`config.mk`:
```
export PLATFORM = sky130hd
export DESIGN_NAME = rotate_subtract_skip_datapath
export DESIGN_NICKNAME = d
export VERILOG_FILES = /design/src/rssd_pkg.sv /design/src/rotate_subtract_skip_datapath.sv
export SDC_FILE = /design/constraint.sdc
export NUM_CORES = 1
export LEC_CHECK = 0
export ABC_AREA = 1
export ABC_CLOCK_PERIOD_IN_PS = 5000
export BUFFER_PORTS_ARGS = -buffer_cell sky130_fd_sc_hd__buf_2
export CORE_MARGIN = 3
export CORE_UTILIZATION = 30
export CTS_BUF_LIST = sky130_fd_sc_hd__clkbuf_16
export CTS_CLUSTER_DIAMETER = 200
export DETAILED_ROUTE_END_ITERATION = 16
export GPL_ROUTABILITY_DRIVEN = 1
export GPL_TIMING_DRIVEN = 0
export MAX_ROUTING_LAYER = met4
export PLACE_DENSITY = 0.49
export SLEW_MARGIN = 40
export SYNTH_ARGS = -nofsm -noshare
export SYNTH_HDL_FRONTEND = slang
export SYNTH_SLANG_ARGS = --single-unit
export TNS_END_PERCENT = 1
```
`constraint.sdc`:
```
create_clock -name CORE_CLK -period 5 [get_ports CORE_CLK]
set_clock_uncertainty 0.15 [all_clocks]
set_input_delay 0.5 -clock CORE_CLK [delete_from_list [all_inputs] [get_ports CORE_CLK]]
set_output_delay 0.5 -clock CORE_CLK [all_outputs]
set_load 0.005 [all_outputs]
```
`src/rssd_pkg.sv`:
```
package rssd_pkg;

    // ---------------------------------------------------------------
    // operation select codes
    // ---------------------------------------------------------------
    typedef enum logic [4:0] {
        OP_NONE                           = 5'h00,
        OP_ROTATE_LEFT_THRU_CARRY_MEM     = 5'h01,
        OP_ROTATE_LEFT_THRU_CARRY_TO_ACC  = 5'h02,
        OP_ROTATE_RIGHT_MEM               = 5'h03,
        OP_ROTATE_RIGHT_TO_ACC            = 5'h04,
        OP_ROTATE_RIGHT_THRU_CARRY_MEM    = 5'h05,
        OP_ROTATE_RIGHT_THRU_CARRY_TO_ACC = 5'h06,
        OP_MINUS_WITH_BORROW_TO_ACC       = 5'h07,
        OP_MINUS_WITH_BORROW_TO_MEM       = 5'h08,
        OP_MINUS_OPERAND_TO_ACC           = 5'h09,
        OP_MINUS_OPERAND_TO_MEM           = 5'h0A,
        OP_MINUS_IMMEDIATE_TO_ACC         = 5'h0B,
        OP_DECREMENT_SKIP_IF_NULL         = 5'h0C,
        OP_DECREMENT_TO_ACC_SKIP_IF_NULL  = 5'h0D,
        OP_INCREMENT_SKIP_IF_NULL         = 5'h0E,
        OP_INCREMENT_TO_ACC_SKIP_IF_NULL  = 5'h0F,
        OP_BIT_HIGH_SKIP                  = 5'h10,
        OP_SET_BYTE                       = 5'h11,
        OP_SET_BIT                        = 5'h12,
        OP_SWAP_NIBBLES                   = 5'h13
    } op_type;

    // ---------------------------------------------------------------
    // skip sequencer states
    // ---------------------------------------------------------------
    typedef enum logic [1:0] {
        ST_EXECUTE = 2'b01,
        ST_DUMMY   = 2'b10
    } state_type;

    localparam logic [7:0] ACC_RESET   = 8'h00;
    localparam logic       FLAG_RESET  = 1'b0;
    localparam logic [7:0] ALL_ONES    = 8'hFF;
    localparam logic [7:0] ONE_BYTE    = 8'h01;
    localparam int         SKIP_CYCLES = 2;
    localparam int         PLAIN_CYCLES = 1;

endpackage : rssd_pkg

```
`src/rotate_subtract_skip_datapath.sv`:
```
`timescale 1ns/100ps
module rotate_subtract_skip_datapath #(
    parameter int WIDTH = 8
) (
    input  wire logic                  CORE_CLK,
    input  wire logic                  RST,
    input  wire logic                  OP_VALID,
    input  wire rssd_pkg::op_type      OP_CODE,
    input  wire logic [WIDTH-1:0]      MEM_DATA,
    input  wire logic [WIDTH-1:0]      IMM_DATA,
    input  wire logic [2:0]            BIT_SEL,
    output logic [WIDTH-1:0]           ACC,
    output logic                       CARRY_FLAG,
    output logic                       ZERO_FLAG,
    output logic                       HALF_CARRY_FLAG,
    output logic                       TWOS_COMPLEMENT_EXCESS_FLAG,
    output logic [WIDTH-1:0]           MEM_WDATA,
    output logic                       MEM_WRITE,
    output logic                       DISCARD_FETCH,
    output logic                       BUSY
);

    // ---------------------------------------------------------------
    // combinational result
    // ---------------------------------------------------------------
    logic [WIDTH-1:0] result;
    logic             to_acc;
    logic             to_mem;
    logic             new_carry;
    logic             arith;
    logic             skip;
    logic             take;
    logic [WIDTH:0]   sum;
    logic [4:0]       low_sum;
    logic [WIDTH-1:0] sub_b;
    logic             sub_cin;
    logic [WIDTH-1:0] bit_mask;
    rssd_pkg::state_type state;

    assign take     = OP_VALID && (state == rssd_pkg::ST_EXECUTE);
    assign bit_mask = rssd_pkg::ONE_BYTE << BIT_SEL;
    assign sub_b    = (OP_CODE == rssd_pkg::OP_MINUS_IMMEDIATE_TO_ACC) ? ~IMM_DATA : ~MEM_DATA;
    assign sub_cin  = (OP_CODE == rssd_pkg::OP_MINUS_WITH_BORROW_TO_ACC ||
                       OP_CODE == rssd_pkg::OP_MINUS_WITH_BORROW_TO_MEM) ? CARRY_FLAG : 1'b1;
    assign sum      = {1'b0, ACC} + {1'b0, sub_b} + {{WIDTH{1'b0}}, sub_cin};
    assign low_sum  = {1'b0, ACC[3:0]} + {1'b0, sub_b[3:0]} + {4'h0, sub_cin};

    always_comb begin
        result    = MEM_DATA;
        to_acc    = 1'b0;
        to_mem    = 1'b0;
        new_carry = CARRY_FLAG;
        arith     = 1'b0;
        skip      = 1'b0;
        case (OP_CODE)
            rssd_pkg::OP_ROTATE_LEFT_THRU_CARRY_MEM: begin
                result    = {MEM_DATA[WIDTH-2:0], CARRY_FLAG};
                new_carry = MEM_DATA[WIDTH-1];
                to_mem    = 1'b1;
            end
            rssd_pkg::OP_ROTATE_LEFT_THRU_CARRY_TO_ACC: begin
                result    = {MEM_DATA[WIDTH-2:0], CARRY_FLAG};
                new_carry = MEM_DATA[WIDTH-1];
                to_acc    = 1'b1;
            end
            rssd_pkg::OP_ROTATE_RIGHT_MEM: begin
                result = {MEM_DATA[0], MEM_DATA[WIDTH-1:1]};
                to_mem = 1'b1;
            end
            rssd_pkg::OP_ROTATE_RIGHT_TO_ACC: begin
                result = {MEM_DATA[0], MEM_DATA[WIDTH-1:1]};
                to_acc = 1'b1;
            end
            rssd_pkg::OP_ROTATE_RIGHT_THRU_CARRY_MEM: begin
                result    = {CARRY_FLAG, MEM_DATA[WIDTH-1:1]};
                new_carry = MEM_DATA[0];
                to_mem    = 1'b1;
            end
            rssd_pkg::OP_ROTATE_RIGHT_THRU_CARRY_TO_ACC: begin
                result    = {CARRY_FLAG, MEM_DATA[WIDTH-1:1]};
                new_carry = MEM_DATA[0];
                to_acc    = 1'b1;
            end
            rssd_pkg::OP_MINUS_WITH_BORROW_TO_ACC,
            rssd_pkg::OP_MINUS_OPERAND_TO_ACC,
            rssd_pkg::OP_MINUS_IMMEDIATE_TO_ACC: begin
                result    = sum[WIDTH-1:0];
                new_carry = sum[WIDTH];
                arith     = 1'b1;
                to_acc    = 1'b1;
            end
            rssd_pkg::OP_MINUS_WITH_BORROW_TO_MEM,
            rssd_pkg::OP_MINUS_OPERAND_TO_MEM: begin
                result    = sum[WIDTH-1:0];
                new_carry = sum[WIDTH];
                arith     = 1'b1;
                to_mem    = 1'b1;
            end
            rssd_pkg::OP_DECREMENT_SKIP_IF_NULL: begin
                result = MEM_DATA - rssd_pkg::ONE_BYTE;
                skip   = (result == '0);
                to_mem = 1'b1;
            end
            rssd_pkg::OP_DECREMENT_TO_ACC_SKIP_IF_NULL: begin
                result = MEM_DATA - rssd_pkg::ONE_BYTE;
                skip   = (result == '0);
                to_acc = 1'b1;
            end
            rssd_pkg::OP_INCREMENT_SKIP_IF_NULL: begin
                result = MEM_DATA + rssd_pkg::ONE_BYTE;
                skip   = (result == '0);
                to_mem = 1'b1;
            end
            rssd_pkg::OP_INCREMENT_TO_ACC_SKIP_IF_NULL: begin
                result = MEM_DATA + rssd_pkg::ONE_BYTE;
                skip   = (result == '0);
                to_acc = 1'b1;
            end
            rssd_pkg::OP_BIT_HIGH_SKIP: begin
                skip = MEM_DATA[BIT_SEL];
            end
            rssd_pkg::OP_SET_BYTE: begin
                result = rssd_pkg::ALL_ONES;
                to_mem = 1'b1;
            end
            rssd_pkg::OP_SET_BIT: begin
                result = MEM_DATA | bit_mask;
                to_mem = 1'b1;
            end
            rssd_pkg::OP_SWAP_NIBBLES: begin
                result = {MEM_DATA[3:0], MEM_DATA[WIDTH-1:4]};
                to_mem = 1'b1;
            end
            default: begin
                result = MEM_DATA;
            end
        endcase
    end

    // ---------------------------------------------------------------
    // skip sequencer
    // ---------------------------------------------------------------
    always_ff @(posedge CORE_CLK or posedge RST) begin
        if (RST) begin
            state <= rssd_pkg::ST_EXECUTE;
        end else begin
            case (state)
                rssd_pkg::ST_EXECUTE: begin
                    if (take && skip) begin
                        state <= rssd_pkg::ST_DUMMY;
                    end
                end
                rssd_pkg::ST_DUMMY: begin
                    state <= rssd_pkg::ST_EXECUTE;
                end
                default: begin
                    state <= rssd_pkg::ST_EXECUTE;
                end
            endcase
        end
    end

    assign DISCARD_FETCH = (state == rssd_pkg::ST_DUMMY);
    assign BUSY          = (state == rssd_pkg::ST_DUMMY);

    // ---------------------------------------------------------------
    // accumulator
    // ---------------------------------------------------------------
    always_ff @(posedge CORE_CLK or posedge RST) begin
        if (RST) begin
            ACC <= rssd_pkg::ACC_RESET;
        end else if (take && to_acc) begin
            ACC <= result;
        end
    end

    // ---------------------------------------------------------------
    // memory write port
    // ---------------------------------------------------------------
    always_ff @(posedge CORE_CLK or posedge RST) begin
        if (RST) begin
            MEM_WRITE <= 1'b0;
            MEM_WDATA <= '0;
        end else begin
            MEM_WRITE <= take && to_mem;
            if (take && to_mem) begin
                MEM_WDATA <= result;
            end
        end
    end

    // ---------------------------------------------------------------
    // status flags
    // ---------------------------------------------------------------
    always_ff @(posedge CORE_CLK or posedge RST) begin
        if (RST) begin
            CARRY_FLAG                  <= rssd_pkg::FLAG_RESET;
            ZERO_FLAG                   <= rssd_pkg::FLAG_RESET;
            HALF_CARRY_FLAG             <= rssd_pkg::FLAG_RESET;
            TWOS_COMPLEMENT_EXCESS_FLAG <= rssd_pkg::FLAG_RESET;
        end else if (take) begin
            CARRY_FLAG <= new_carry;
            if (arith) begin
                ZERO_FLAG                   <= (sum[WIDTH-1:0] == '0);
                HALF_CARRY_FLAG             <= low_sum[4];
                TWOS_COMPLEMENT_EXCESS_FLAG <= (ACC[WIDTH-1] == sub_b[WIDTH-1]) &&
                                               (sum[WIDTH-1] != ACC[WIDTH-1]);
            end
        end
    end
endmodule : rotate_subtract_skip_datapath

```
### Word level (Yosys, flattened, before mapping)

Index checks and enable logic that the tools add are counted.

| word-level totals | value |
|---|---|
| register bits | 23 |
| output and inout bits | 23 |
| logic and storage cells | 75 |

| operators by class | value |
|---|---|
| add/sub/neg operators | 6 |
| magnitude comparators | 1 |
| equality and inequality tests | 24 |
| shift operators | 1 |
| multiplexer cells | 12 |
| bitwise logic cells | 3 |
| reduce and logical (&&, ||, !) cells | 20 |

Operators by type and width:

| operator | number |
|---|---|
| 8-bit one-hot mux with 9 select lines | 1 |
| 5-bit by 4-bit == test with 1-bit output (second input constant) | 8 |
| 8-bit logical NOT | 3 |
| 5-bit by 3-bit == test with 1-bit output (second input constant) | 4 |
| 5-bit == test (second input constant) | 4 |
| 8-bit inverter | 2 |
| 5-bit by 2-bit == test with 1-bit output (second input constant) | 2 |
| 10-bit OR reduction | 1 |
| 2-bit OR reduction | 5 |
| 8-bit by 8-bit adder with 9-bit output | 1 |
| 9-bit by 1-bit adder with 9-bit output | 1 |
| 8-bit by 1-bit adder with 8-bit output (second input constant) | 1 |
| 8-bit 2-to-1 mux | 1 |
| 8-bit OR | 1 |
| 8-bit OR reduction | 1 |
| 1-bit by 3-bit << shifter with 8-bit output (first input constant) | 1 |
| 8-bit by 1-bit subtractor with 8-bit output (second input constant) | 1 |
| 1-bit one-hot mux with 3 select lines | 2 |
| 4-bit by 4-bit adder with 5-bit output | 1 |
| 5-bit by 1-bit adder with 5-bit output | 1 |
| 5-bit by 1-bit == test with 1-bit output (second input constant) | 1 |
| 1-bit logical AND | 5 |
| 1-bit 2-to-1 mux | 5 |
| 5-bit OR reduction | 1 |
| 11 further kinds | 13 |

### Depth between registers and ports, before layout

Gate-level depths: netlist of run 1.

| depth | value |
|---|---|
| depth in word-level cells | 6 |
| depth in mapped cells | 18 |

### Worst setup path before layout of run 1

No wires, ideal clock.

| timing | value |
|---|---|
| path kind | input to register |
| start point | input port OP_CODE[1] |
| end point | register MEM_WDATA[4] |
| library setup time | 65 ps |
| data arrival time | 2,752 ps |
| required time | 4,785 ps |
| slack | 2,033 ps |
| stages | 14 |
| path buffers | 1 |
| path through | nand2_1 > inv_2 > nand3_1 > clkbuf_1 > o21ai_0 > fa_1 > fa_1 > nand3_1 > nand2_1 > xnor2_1 > or2_1 > nand4_1 > nand2_1 > nand2_1 |

| on the way | value |
|---|---|
| word-level cells in the longest chain between the ends | 5 |
| elaborated cells on any way between the ends | 33 |

RTL lines:

| element | line | source |
|---|---|---|
| start, declared | rotate_subtract_skip_datapath.sv:8 | `input wire rssd_pkg::op_type OP_CODE,` |
| 5-bit by 4-bit == test with 1-bit output, or another cell as far along | rotate_subtract_skip_datapath.sv:42, rotate_subtract_skip_datapath.sv:55 |  |
| 8-bit 2-to-1 mux or 1-bit logical OR (tied branches) | rotate_subtract_skip_datapath.sv:42, rotate_subtract_skip_datapath.sv:43 |  |
| 8-bit by 8-bit adder with 9-bit output or 1-bit 2-to-1 mux (tied branches) | rotate_subtract_skip_datapath.sv:45, rotate_subtract_skip_datapath.sv:44 |  |
| 9-bit by 1-bit adder with 9-bit output | rotate_subtract_skip_datapath.sv:45 | `assign sum = {1'b0, ACC} + {1'b0, sub_b} + {{WIDTH{1'b0}}, sub_cin};` |
| 8-bit one-hot mux with 9 select lines | rotate_subtract_skip_datapath.sv:55 | `case (OP_CODE)` |
| end signal, assigned | rotate_subtract_skip_datapath.sv:187 | `MEM_WDATA <= result;` |
| end, declared | rotate_subtract_skip_datapath.sv:17 | `output logic [WIDTH-1:0] MEM_WDATA,` |

Several ways; a longest one is shown, not always the timed one.
A chain may end at the register's enable or synchronous reset.

### Final worst setup path of run 1

Same ends and word-level chain as after synthesis.

==> run_results.csv, run 1 <==
group,metric,value,unit
setup_path,cp-start-kind,"primary input",
timing,hold_viol_final,0,
routing,wl_per_cell,15.2,microns
yosys,synth.distinct_cells,36,
floorplan,fp-row-count,33,
clock_network,cts_tree,"yes",
global_routing,grtUsageTotal,19.4,%
setup_path,worstPathBufferInverterCount,3,
clock_network,cts-root-buf,"clkbuf_16",
setup_path,slowest_delay,460,ps
clock_network,cts_buffers,3,
setup_path,crit_path_end_kind,"flip-flop",
clock_network,cts.sinks,23,
place,numPlacedInstances,589,
setup_path,rrSetupSlack,2370,ps
place,port_buffers,45,
yosys,synth.yosys.seq_area_share,22.1,%
finish,final_layout_size_suffix_gt1_share,18.2,%
clock_network,clock_latency,260,ps
global_routing,grt_pass1_wl,15000,microns
yosys,yosys-top-cells-area,"nand2_1 (23%), dfrtp_1 (21%), nand3_1 (9.8%)",
finish,fill_cells,959,
setup_path,critical_path.cell_chain,"buf_2 -> nand2_1 -> inv_2 -> nand3_1 -> clkbuf_1 -> o21ai_0 -> fa_1 -> fa_1 -> nand3_1 -> nand2_1 -> xnor2_1 -> or2_1 -> nand4_1 -> nand2_1 -> nand2_1",
setup_path,cp_num_cells,15,
yosys,syn_inst,439,
pwr,power,0.836,mW
setup_path,rr_worst_depth,11,
finish,antennaDiodeCount,0,
timing,slew_headroom,62.8,%
place,place.gp.congestion,0.935,
clock_network,postCtsHoldBufs,0,
clock_network,clk_pin_slew,70,ps
routing,wirelength,9040,microns
floorplan,num_io_pins,50,
floorplan,coreArea,0.00834,sq mm
job,maxCapViolCount,0,
timing,rsz0062_at_grt,"false",
setup_path,startpoint,"OP_CODE[1]",
routing,postRouteAntennaNets,0,
global_routing,overflow,0,
yosys,synthSimpleGateAreaFrac,49.0,%
timing,finalCritPeriodShare,69.0,%
setup_path,reg2reg_from,"CARRY_FLAG$_DFFE_PP0P_",
pwr,p_leak,1.65,nW
clock_network,cts_resized,0,
yosys,post_synth.cell_area_avg,5.94,sq um
floorplan,die_width,99.3,microns
floorplan,fp.dieArea,0.00985,sq mm
yosys,synth_seq_cells,23,
setup_path,crit_path_end,"MEM_WDATA[4]$_DFFE_PP0P_",
setup_path,worstReg2RegEnd,"MEM_WDATA[4]$_DFFE_PP0P_",
global_routing,grt_max_degree,24,
routing,drc,0,
yosys,synth_mux_area_share,0,%
timing,setup-violations-final,0,
global_routing,grt_antenna_before_repair,0,
yosys,synth_warnings,0,
finish,area_growth,16.8,%
timing,hold_ws,117,ps
setup_path,cp_slowest_cell,"fa_1",
yosys,synth_area,0.00261,sq mm
routing,via_per_inst,5.09,
setup_path,arrival,3460,ps
clock_network,cts_buffer_depth,2,
floorplan,initial_core_util,31.3,%
finish,ff_latch_area,577,sq um
finish,stdcell_count,593,
pwr,ir_drop,0.167,mV
setup_path,worst-path-max-fanout,10,
yosys,synth_fa_ha_area_share,6.81,%
yosys,yosysTopAreaCell,"nand2_1",
routing,drt_first_pass_iters,4,
status,status,"complete, no violations",
setup_path,crit_family,"simple AND/OR/NAND/NOR gates",
place,hpwl,7280,microns
yosys,synth_compound_area_share,11.0,%
setup_path,worstSetupPathType,"primary input to flip-flop",
setup_path,crit_required,5000,ps
global_routing,grt_pass1_vias,2937,
setup_path,path_common_cell,"nand2_1",
finish,multi_input_area,0.00180,sq mm
timing,fmax,0.290,GHz
floorplan,die_y,99.3,microns
routing,vias,3019,
clock_network,htreeDepth,1,
timing,fin_crit,3450,ps
timing,drv_slew,0,
finish,nets,529,
yosys,synthXorXnorAreaFrac,2.35,%
timing,fin_setup_tns,0,ps
yosys,synth_top_family_by_area,"simple AND/OR/NAND/NOR gates",
yosys,synth_fp_nets,479,
yosys,synth_top_area_share,22.9,%
clock_network,cts_setup_buffers,0,
routing,drt_iter0_drc,259,
timing,worst_pin_slew,558,ps
min_path,hold_class,"primary input to asynchronous set/reset pin",
pwr,power_density,274,mW/mm^2
per-stage QoR:
stage / worst slack (ps) / cell area [sq um] / util [%]
floorplan: 2030 / 2610 / -
global placement: 1320 / 2970 / 35.6
detailed placement: 1280 / 2970 / 35.6
CTS: 1570 / 3050 / 36.5
global route: 1280 / 3050 / 36.5
finish: 1550 / 3050 / 36.5
report_power, final:
| part | leakage (nW) | total (mW) | switching (mW) | internal (mW) |
|---|---|---|---|---|
| Clock | 0.0371 | 0.182 | 0.0735 | 0.109 |
| Combinational | 1.33 | 0.386 | 0.236 | 0.150 |
| Sequential | 0.289 | 0.268 | 0.0362 | 0.232 |
| Total | 1.65 | 0.836 | 0.345 | 0.490 |
worst min-delay path by stage:
stage / from / end / slack (ps) / cells past startpoint
detailed placement: MEM_WDATA[0]$_DFFE_PP0P_ / MEM_WDATA[0]$_DFFE_PP0P_ / 310 / 2
CTS: RST / ACC[6]$_DFFE_PP0P_ / 140 / 2
floorplan: ZERO_FLAG$_DFFE_PP0P_ / ZERO_FLAG$_DFFE_PP0P_ / 320 / 2
global route: RST / ACC[6]$_DFFE_PP0P_ / 150 / 2
finish: RST / TWOS_COMPLEMENT_EXCESS_FLAG$_DFFE_PP0P_ / 120 / 2
global placement: ZERO_FLAG$_DFFE_PP0P_ / ZERO_FLAG$_DFFE_PP0P_ / 310 / 2
layout by cell type, fill, tap and decap left out, types with 5 or more instances in the layout:
cell and instances:
inv_2 13, ha_1 11, nand2_1 159, nor2_1 37, nand2_2 6, xor2_1 5
dfrtp_1 22, nand3_1 51, o21ai_0 25, buf_2 50, nor2_2 5, a21oi_1 13
nand4_1 13, inv_1 37
worst reg2reg max path, cell delays in order (launching register included):
cell,delay (ps)
dfrtp_1,400
inv_1,110
nand2_1,80
fa_1,420
fa_1,420
nand3_1,130
nand2_1,110
xnor2_1,210
or2_1,180
nand4_1,170
nand2_1,110
nand2_1,50
registers in the layout (all words and copies together), names as in the netlist:
register and cells:
ZERO_FLAG 1, state 2, TWOS_COMPLEMENT_EXCESS_FLAG 1, MEM_WDATA 8, ACC 8, CARRY_FLAG 1
MEM_WRITE 1, HALF_CARRY_FLAG 1
cell usage after synthesis (all sizes together):
library cell and number:
a21o 1, a21oi 14, a22oi 3, a31oi 2, and2 1, buf 6, clkbuf 2, dfrtp 22
dfstp 1, fa 2, ha 11, inv 50, nand2 168, nand3 53, nand3b 1, nand4 13
nor2 44, nor3 4, nor3b 1, o211ai 2, o21ai 28, o31ai 1, or2 2, xnor2 2
xor2 5
cell families (layout without fill, tap and decap cells):
| kind of cell | Yosys count | count (layout) |
|---|---|---|
| and+or+nand+nor | 287 | 287 |
| buffers and inverters | 58 | 107 |
| adders and majority gates | 13 | 13 |
| AOI/OAI and AO/OA | 51 | 51 |
| xor gates and xnor gates | 7 | 7 |
| DFF | 23 | 23 |
layer usage:
metal	up-vias	share of wire, %	track usage (%)
li1	1525	-	-
met1	1362	47	27.3
met2	114	44	29.8
met3	18	6.2	2.52
met4	0	1.9	4.41
met5	-	0	-
cell type report:
| cell class | count | share of cell area (%) |
|---|---|---|
| Buffer | 8 | 1.31 |
| Clock buffer | 3 | 2.46 |
| Clock inverter | 1 | 0.246 |
| Inverter | 50 | 6.16 |
| Multi-Input combinational cell | 358 | 59.2 |
| Sequential cell | 23 | 18.9 |
| Tap cell | 105 | 4.31 |
| Timing Repair Buffer | 45 | 7.39 |
No activity file was read; power rests on OpenSTA's default activity.
==> inputs of run 2 (changes only) <==
- ABC_CLOCK_PERIOD_IN_PS: 5000 -> 3400
- clock period: 5 -> 3.4 ns (I/O delays scaled with it)
==> run 2 against run 1 <==
- final area increased by 0.37%
- flip-flop and latch count stayed put
- global-route usage hardly changed
- largest cell class unchanged
- first-iteration DRC count decreased by 12%
- via count decreased by 1.1%
- clock-buffer cell count unchanged
- sequential share of layout area decreased by 0.070 points
- routed wire length is 0.20% higher
- largest power group unchanged
- sequential power increased by 47%
- non-clock buffer count up 1
- highest routed layer unchanged
- core utilization is 0.13 points higher
- hold slack better by 210 ps
==> run_results.csv, run 2 (synthesized netlist as in run 1, its figures left out) <==
group,metric,value,unit
status,status,"complete, no violations",
clock_network,cts_tree,"yes",
finish,fill_cells,957,
clock_network,cts_buffers,3,
routing,drt_iter0_drc,229,
setup_path,crit_path_end_kind,"flip-flop",
global_routing,grtUsageTotal,19.4,%
timing,drv_slew,0,
setup_path,startpoint,"OP_CODE[1]",
global_routing,grt_pass1_vias,2940,
timing,fin_ws,223,ps
setup_path,worstReg2RegEnd,"MEM_WDATA[4]$_DFFE_PP0P_",
floorplan,num_io_pins,50,
clock_network,clock_latency,260,ps
finish,top_regs,"ACC x8, MEM_WDATA x8, state x2",
finish,final_layout_size_suffix_gt1_share,18.4,%
floorplan,die_y,99.3,microns
global_routing,grt_antenna_before_repair,0,
setup_path,cp-start-kind,"primary input",
place,place.gp.congestion,0.935,
routing,postRouteAntennaNets,0,
place,pre_cts_ws,-156,ps
global_routing,overflow,0,
place,hpwl,7280,microns
setup_path,worst-path-max-fanout,10,
finish,area_growth,17.3,%
global_routing,grt_pass1_wl,15000,microns
pwr,power_density,402,mW/mm^2
timing,rsz0062_at_grt,"false",
setup_path,rrSetupSlack,770,ps
timing,hold_viol_final,0,
job,maxCapViolCount,0,
routing,wl_per_cell,15.2,microns
timing,finalCritPeriodShare,93.4,%
timing,setup-violations-final,0,
floorplan,fp-row-count,33,
setup_path,rr_worst_depth,11,
setup_path,arrival,3180,ps
routing,wirelength,9060,microns
floorplan,fp.dieArea,0.00985,sq mm
floorplan,initial_core_util,31.3,%
clock_network,cts.sinks,23,
setup_path,crit_path_end,"MEM_WDATA[4]$_DFFE_PP0P_",
setup_path,worstSetupPathType,"primary input to flip-flop",
routing,drt_first_pass_iters,4,
clock_network,cts_buffer_depth,2,
clock_network,cts_setup_buffers,0,
setup_path,reg2reg_from,"CARRY_FLAG$_DFFE_PP0P_",
global_routing,grt_max_degree,24,
timing,slew_headroom,62.7,%
routing,vias,2985,
routing,drc,0,
floorplan,coreArea,0.00834,sq mm
finish,final_common_cell,"nand2_1",
floorplan,die_width,99.3,microns
min_path,hold_class,"flip-flop to flip-flop",
setup_path,crit_required,3400,ps
pwr,ir_drop,0.246,mV
clock_network,cts-root-buf,"clkbuf_16",
timing,fmax,0.315,GHz
place,port_buffers,45,
timing,worst_pin_slew,559,ps
finish,nets,530,
pwr,p_leak,1.66,nW
clock_network,htreeDepth,1,
finish,final_cell_mix,"nand2_1 (159), nand3_1 (51), buf_2 (50)",
timing,fin_crit,3180,ps
routing,via_per_inst,5.03,
timing,fin_setup_tns,0,ps
clock_network,clk_pin_slew,70,ps
finish,antennaDiodeCount,0,
-- run 2: per-stage QoR --
| step | hold slack [ps] | util, % | area [sq um] | instances | power (mW) |
|---|---|---|---|---|---|
| after global placement | 310 | 35.6 | 2970 | 589 | 0.966 |
| after CTS | 329 | 36.7 | 3060 | 594 | 1.24 |
| after detailed placement | 255 | 35.6 | 2970 | 589 | 0.967 |
| final | 325 | 36.7 | 3060 | 594 | 1.23 |
| after global routing | 358 | 36.7 | 3060 | 594 | 1.35 |
| after floorplan | 191 | - | 2610 | 439 | 0.765 |
-- run 2: power breakdown --
group          leakage [nW]  internal [mW]  switching [mW]
Sequential            0.289          0.341          0.0533
Combinational          1.33          0.221           0.346
Clock                0.0371          0.160           0.108
Total                  1.66          0.722           0.508
-- run 2: what timing repair did --
action,4_1_cts,5_1_grt
hold buffers,1,0
setup endpoints to repair,0,5
hold endpoints to repair,22,0
gates resized for setup,0,2
-- run 2: critical path, stage by stage --
cell      delay [ps]
buf_2            140
nand2_1          120
inv_2             70
nand3_1          270
clkbuf_2         270
o21ai_0          130
fa_1             450
fa_1             420
nand3_1          130
nand2_1          110
xnor2_1          210
or2_1            180
nand4_1          170
nand2_1          110
nand2_1           50
-- run 2: worst min path at each step --
stage                     slack [ps]  cells after the start                                     from                                      end
after floorplan                  190                      1                                      RST                       ACC[0]$_DFFE_PP0P_
after global placement           310                      2                    ZERO_FLAG$_DFFE_PP0P_                    ZERO_FLAG$_DFFE_PP0P_
after detailed placement         260                      2                                      RST  TWOS_COMPLEMENT_EXCESS_FLAG$_DFFE_PP0P_
after CTS                        330                      2                    ZERO_FLAG$_DFFE_PP0P_                    ZERO_FLAG$_DFFE_PP0P_
after global routing             360                      2  TWOS_COMPLEMENT_EXCESS_FLAG$_DFFE_PP0P_  TWOS_COMPLEMENT_EXCESS_FLAG$_DFFE_PP0P_
final                            320                      2                    ZERO_FLAG$_DFFE_PP0P_                    ZERO_FLAG$_DFFE_PP0P_
-- run 2: cell type report --
type	instances	area, sq um	share of cell area, %
Buffer	8	41.3	1.35
Sequential cell	23	577	18.9
Clock inverter	1	7.51	0.245
Inverter	50	188	6.13
Multi-Input combinational cell	358	1800	59.0
Timing Repair Buffer	46	235	7.69
Clock buffer	3	75.1	2.45
Tap cell	105	131	4.29
-- run 2: routing by layer --
layer	global-route usage (%)	up-vias	share of wire, %
li1	-	1526	-
met3	2.52	12	5.5
met4	4.41	0	1.7
met5	-	-	0
met2	29.8	85	45
met1	27.3	1362	48
==> inputs of run 3 (changes only) <==
- ABC_AREA: 1 -> not set
==> run 3 against run 2 <==
- flip-flop and latch count stayed put
- final area is 0.94% lower
- die area is 2.0% lower
- largest power group unchanged
- sequential share of layout area is 0.18 points higher
- power is 2.4% higher
==> run_results.csv, run 3 <==
group,metric,value,unit
clock_network,cts-root-buf,"clkbuf_16",
pwr,seqPwrFrac,32.1,%
finish,nets,402,
routing,via_per_inst,5.55,
yosys,synth_flop_cell,"dfrtp_1",
pwr,p_leak,1.28,nW
floorplan,initial_core_util,30.9,%
yosys,synth_top_area_share,21.6,%
finish,final_layout_size_suffix_gt1_share,26.3,%
timing,fin_crit,3210,ps
routing,vias,2584,
routing,wirelength,8180,microns
place,hpwl,6480,microns
floorplan,coreArea,0.00826,sq mm
setup_path,slowest_delay,420,ps
global_routing,grt_max_degree,24,
floorplan,fp-row-count,33,
routing,drc,0,
finish,area_growth,18.7,%
routing,wl_per_cell,17.6,microns
global_routing,overflow,0,
global_routing,grt_pass1_wl,13200,microns
clock_network,htreeDepth,1,
yosys,post_synth.cell_area_avg,8.16,sq um
setup_path,arrival,3260,ps
timing,drv_slew,0,
yosys,synthArstFlopShare,100,%
pwr,p_comb_share,48.2,%
yosys,synth.distinct_cells,69,
timing,setup-violations-final,0,
setup_path,critical_path.cell_chain,"buf_2 -> buf_2 -> clkbuf_2 -> o31ai_2 -> nand2_1 -> fa_1 -> fa_1 -> nand3_1 -> a21o_1 -> a21o_1 -> o311ai_0 -> o221ai_1 -> mux2_2",
finish,stdcell_count,466,
min_path,hold_class,"flip-flop to flip-flop",
timing,hold_viol_final,0,
clock_network,clk_pin_slew,60,ps
clock_network,cts.sinks,23,
setup_path,worst-path-max-fanout,10,
finish,final_common_cell,"buf_2",
global_routing,grtUsageTotal,17.3,%
clock_network,cts_buffer_depth,2,
job,maxCapViolCount,0,
finish,fin_util,36.7,%
floorplan,fp.dieArea,0.00966,sq mm
yosys,syn_inst,313,
clock_network,cts_buffers,3,
pwr,power_density,416,mW/mm^2
routing,postRouteAntennaNets,0,
timing,hold_ws,317,ps
finish,antennaDiodeCount,0,
timing,slew_headroom,49.9,%
floorplan,die_width,98.3,microns
pwr,p_sw_share,37.2,%
timing,finalCritPeriodShare,94.5,%
pwr,switching_power,0.469,mW
finish,ff_latch_area,577,sq um
yosys,synth.yosys.seq_area_share,22.6,%
setup_path,crit_required,3440,ps
pwr,ir_drop,0.257,mV
floorplan,die_y,98.3,microns
yosys,synth_fp_nets,353,
setup_path,cp-start-kind,"primary input",
finish,top_regs,"ACC x8, MEM_WDATA x8, state x2",
timing,fmax,0.311,GHz
pwr,p_int,0.791,mW
yosys,synth_seq_cells,23,
setup_path,worstSetupPathType,"primary input to flip-flop",
timing,rsz0062_at_grt,"false",
yosys,synthTopCellsByCount,"nand2_1 (33), a21oi_1 (22), dfrtp_1 (22), nor2_1 (18)",
routing,drt_iter0_drc,189,
floorplan,num_io_pins,50,
place,port_buffers,42,
yosys,synth_area,0.00255,sq mm
clock_network,clock_latency,250,ps
pwr,clockPowerShare,19.7,%
status,status,"complete, no violations",
yosys,synth_edf_count,0,
yosys,yosys-top-cells-area,"dfrtp_1 (22%), mux2_2 (6.2%), ha_1 (5.4%)",
yosys,synth_warnings,0,
global_routing,grt_antenna_before_repair,0,
global_routing,grt_pass1_vias,2495,
setup_path,crit_path_end_kind,"flip-flop",
place,place.gp.congestion,0.948,
timing,worst_pin_slew,751,ps
yosys,yosysTopAreaCell,"dfrtp_1",
setup_path,cp_slowest_cell,"fa_1",
routing,drt_first_pass_iters,4,
setup_path,rrSetupSlack,580,ps
finish,multi_input_area,0.00183,sq mm
finish,fill_cells,892,
place,numPlacedInstances,460,
clock_network,cts_tree,"yes",
finish,final_cell_mix,"buf_2 (53), nand2_1 (33), dfrtp_1 (22)",
yosys,post-synth-top-count-cell,"nand2_1",
[run 3: power by group through the flow]
| stage | clock network (mW) | registers [mW] | logic, mW |
|---|---|---|---|
| 2_1_floorplan | 0 | 0.411 | 0.391 |
| 3_3_place_gp | 0 | 0.408 | 0.588 |
| 3_5_place_dp | 0 | 0.411 | 0.591 |
| 4_1_cts | 0.253 | 0.407 | 0.595 |
| 5_1_grt | 0.264 | 0.417 | 0.680 |
| 6_report | 0.248 | 0.404 | 0.608 |
[run 3: through the flow]
stage | worst slack, ps | area (sq um) | power, mW | setup TNS, ps
2_1_floorplan | 162 | 2560 | 0.802 | 0
3_3_place_gp | -589 | 2900 | 0.996 | -7560
3_5_place_dp | -597 | 2900 | 1.00 | -7250
4_1_cts | 70.3 | 3000 | 1.25 | 0
5_1_grt | 1.11 | 3030 | 1.36 | 0
6_report | 186 | 3030 | 1.26 | 0
[run 3: worst max-delay path, delay by kind of cell]
kind	cells	cell delay (ps)
AOI/OAI and AO/OA	5	1110
adders and majority gates	2	830
buffers and inverters	3	540
and+or+nand+nor	2	230
muxes	1	210
[run 3: cell families (layout without fill, tap and decap cells)]
group | count (synthesis) | count (layout) | synth area share [%]
AOI/OAI and AO/OA | 79 | 79 | 21.4
xor gates and xnor gates | 17 | 17 | 5.83
adders and majority gates | 14 | 14 | 7.35
buffers and inverters | 40 | 88 | 6.91
DFF | 23 | 23 | 22.6
muxes | 29 | 29 | 13.0
and+or+nand+nor | 111 | 111 | 22.9
[run 3: final cells by class]
class                           count  share of cell area, %
Clock inverter                      1                  0.124
Inverter                           15                   1.86
Tap cell                          105                   4.34
Clock buffer                        3                   2.48
Multi-Input combinational cell    250                   60.4
Timing Repair Buffer               45                   7.76
Buffer                             24                   3.96
Sequential cell                    23                   19.0
[run 3: final timing paths]
check	cells past startpoint	endpoint	from
worst min register to register	2	ZERO_FLAG$_DFFE_PP0P_	ZERO_FLAG$_DFFE_PP0P_
worst max register to register	10	MEM_WDATA[6]$_DFFE_PP0P_	CARRY_FLAG$_DFFE_PP0P_
max in group asynchronous	3	state[0]$_DFFE_PP1P_	RST
worst min-delay path	2	ZERO_FLAG$_DFFE_PP0P_	ZERO_FLAG$_DFFE_PP0P_
min in group asynchronous	3	state[1]$_DFFE_PP0P_	RST
worst max-delay path	13	MEM_WDATA[6]$_DFFE_PP0P_	OP_CODE[0]
[run 3: per-layer routing]
layer  global-route usage (%)  part of all wire [%]
met1                     24.1                    48
met3                     2.86                   4.3
met2                     26.5                    46
met5                        -                     0
met4                     3.68                   2.2
[run 3: timing repair]
action                     CTS  global route
pin swaps                    1             2
gates resized for setup      0             8
hold endpoints to repair    22             0
buffers inserted             2             0
setup endpoints to repair   16             8
hold buffers                 1             0
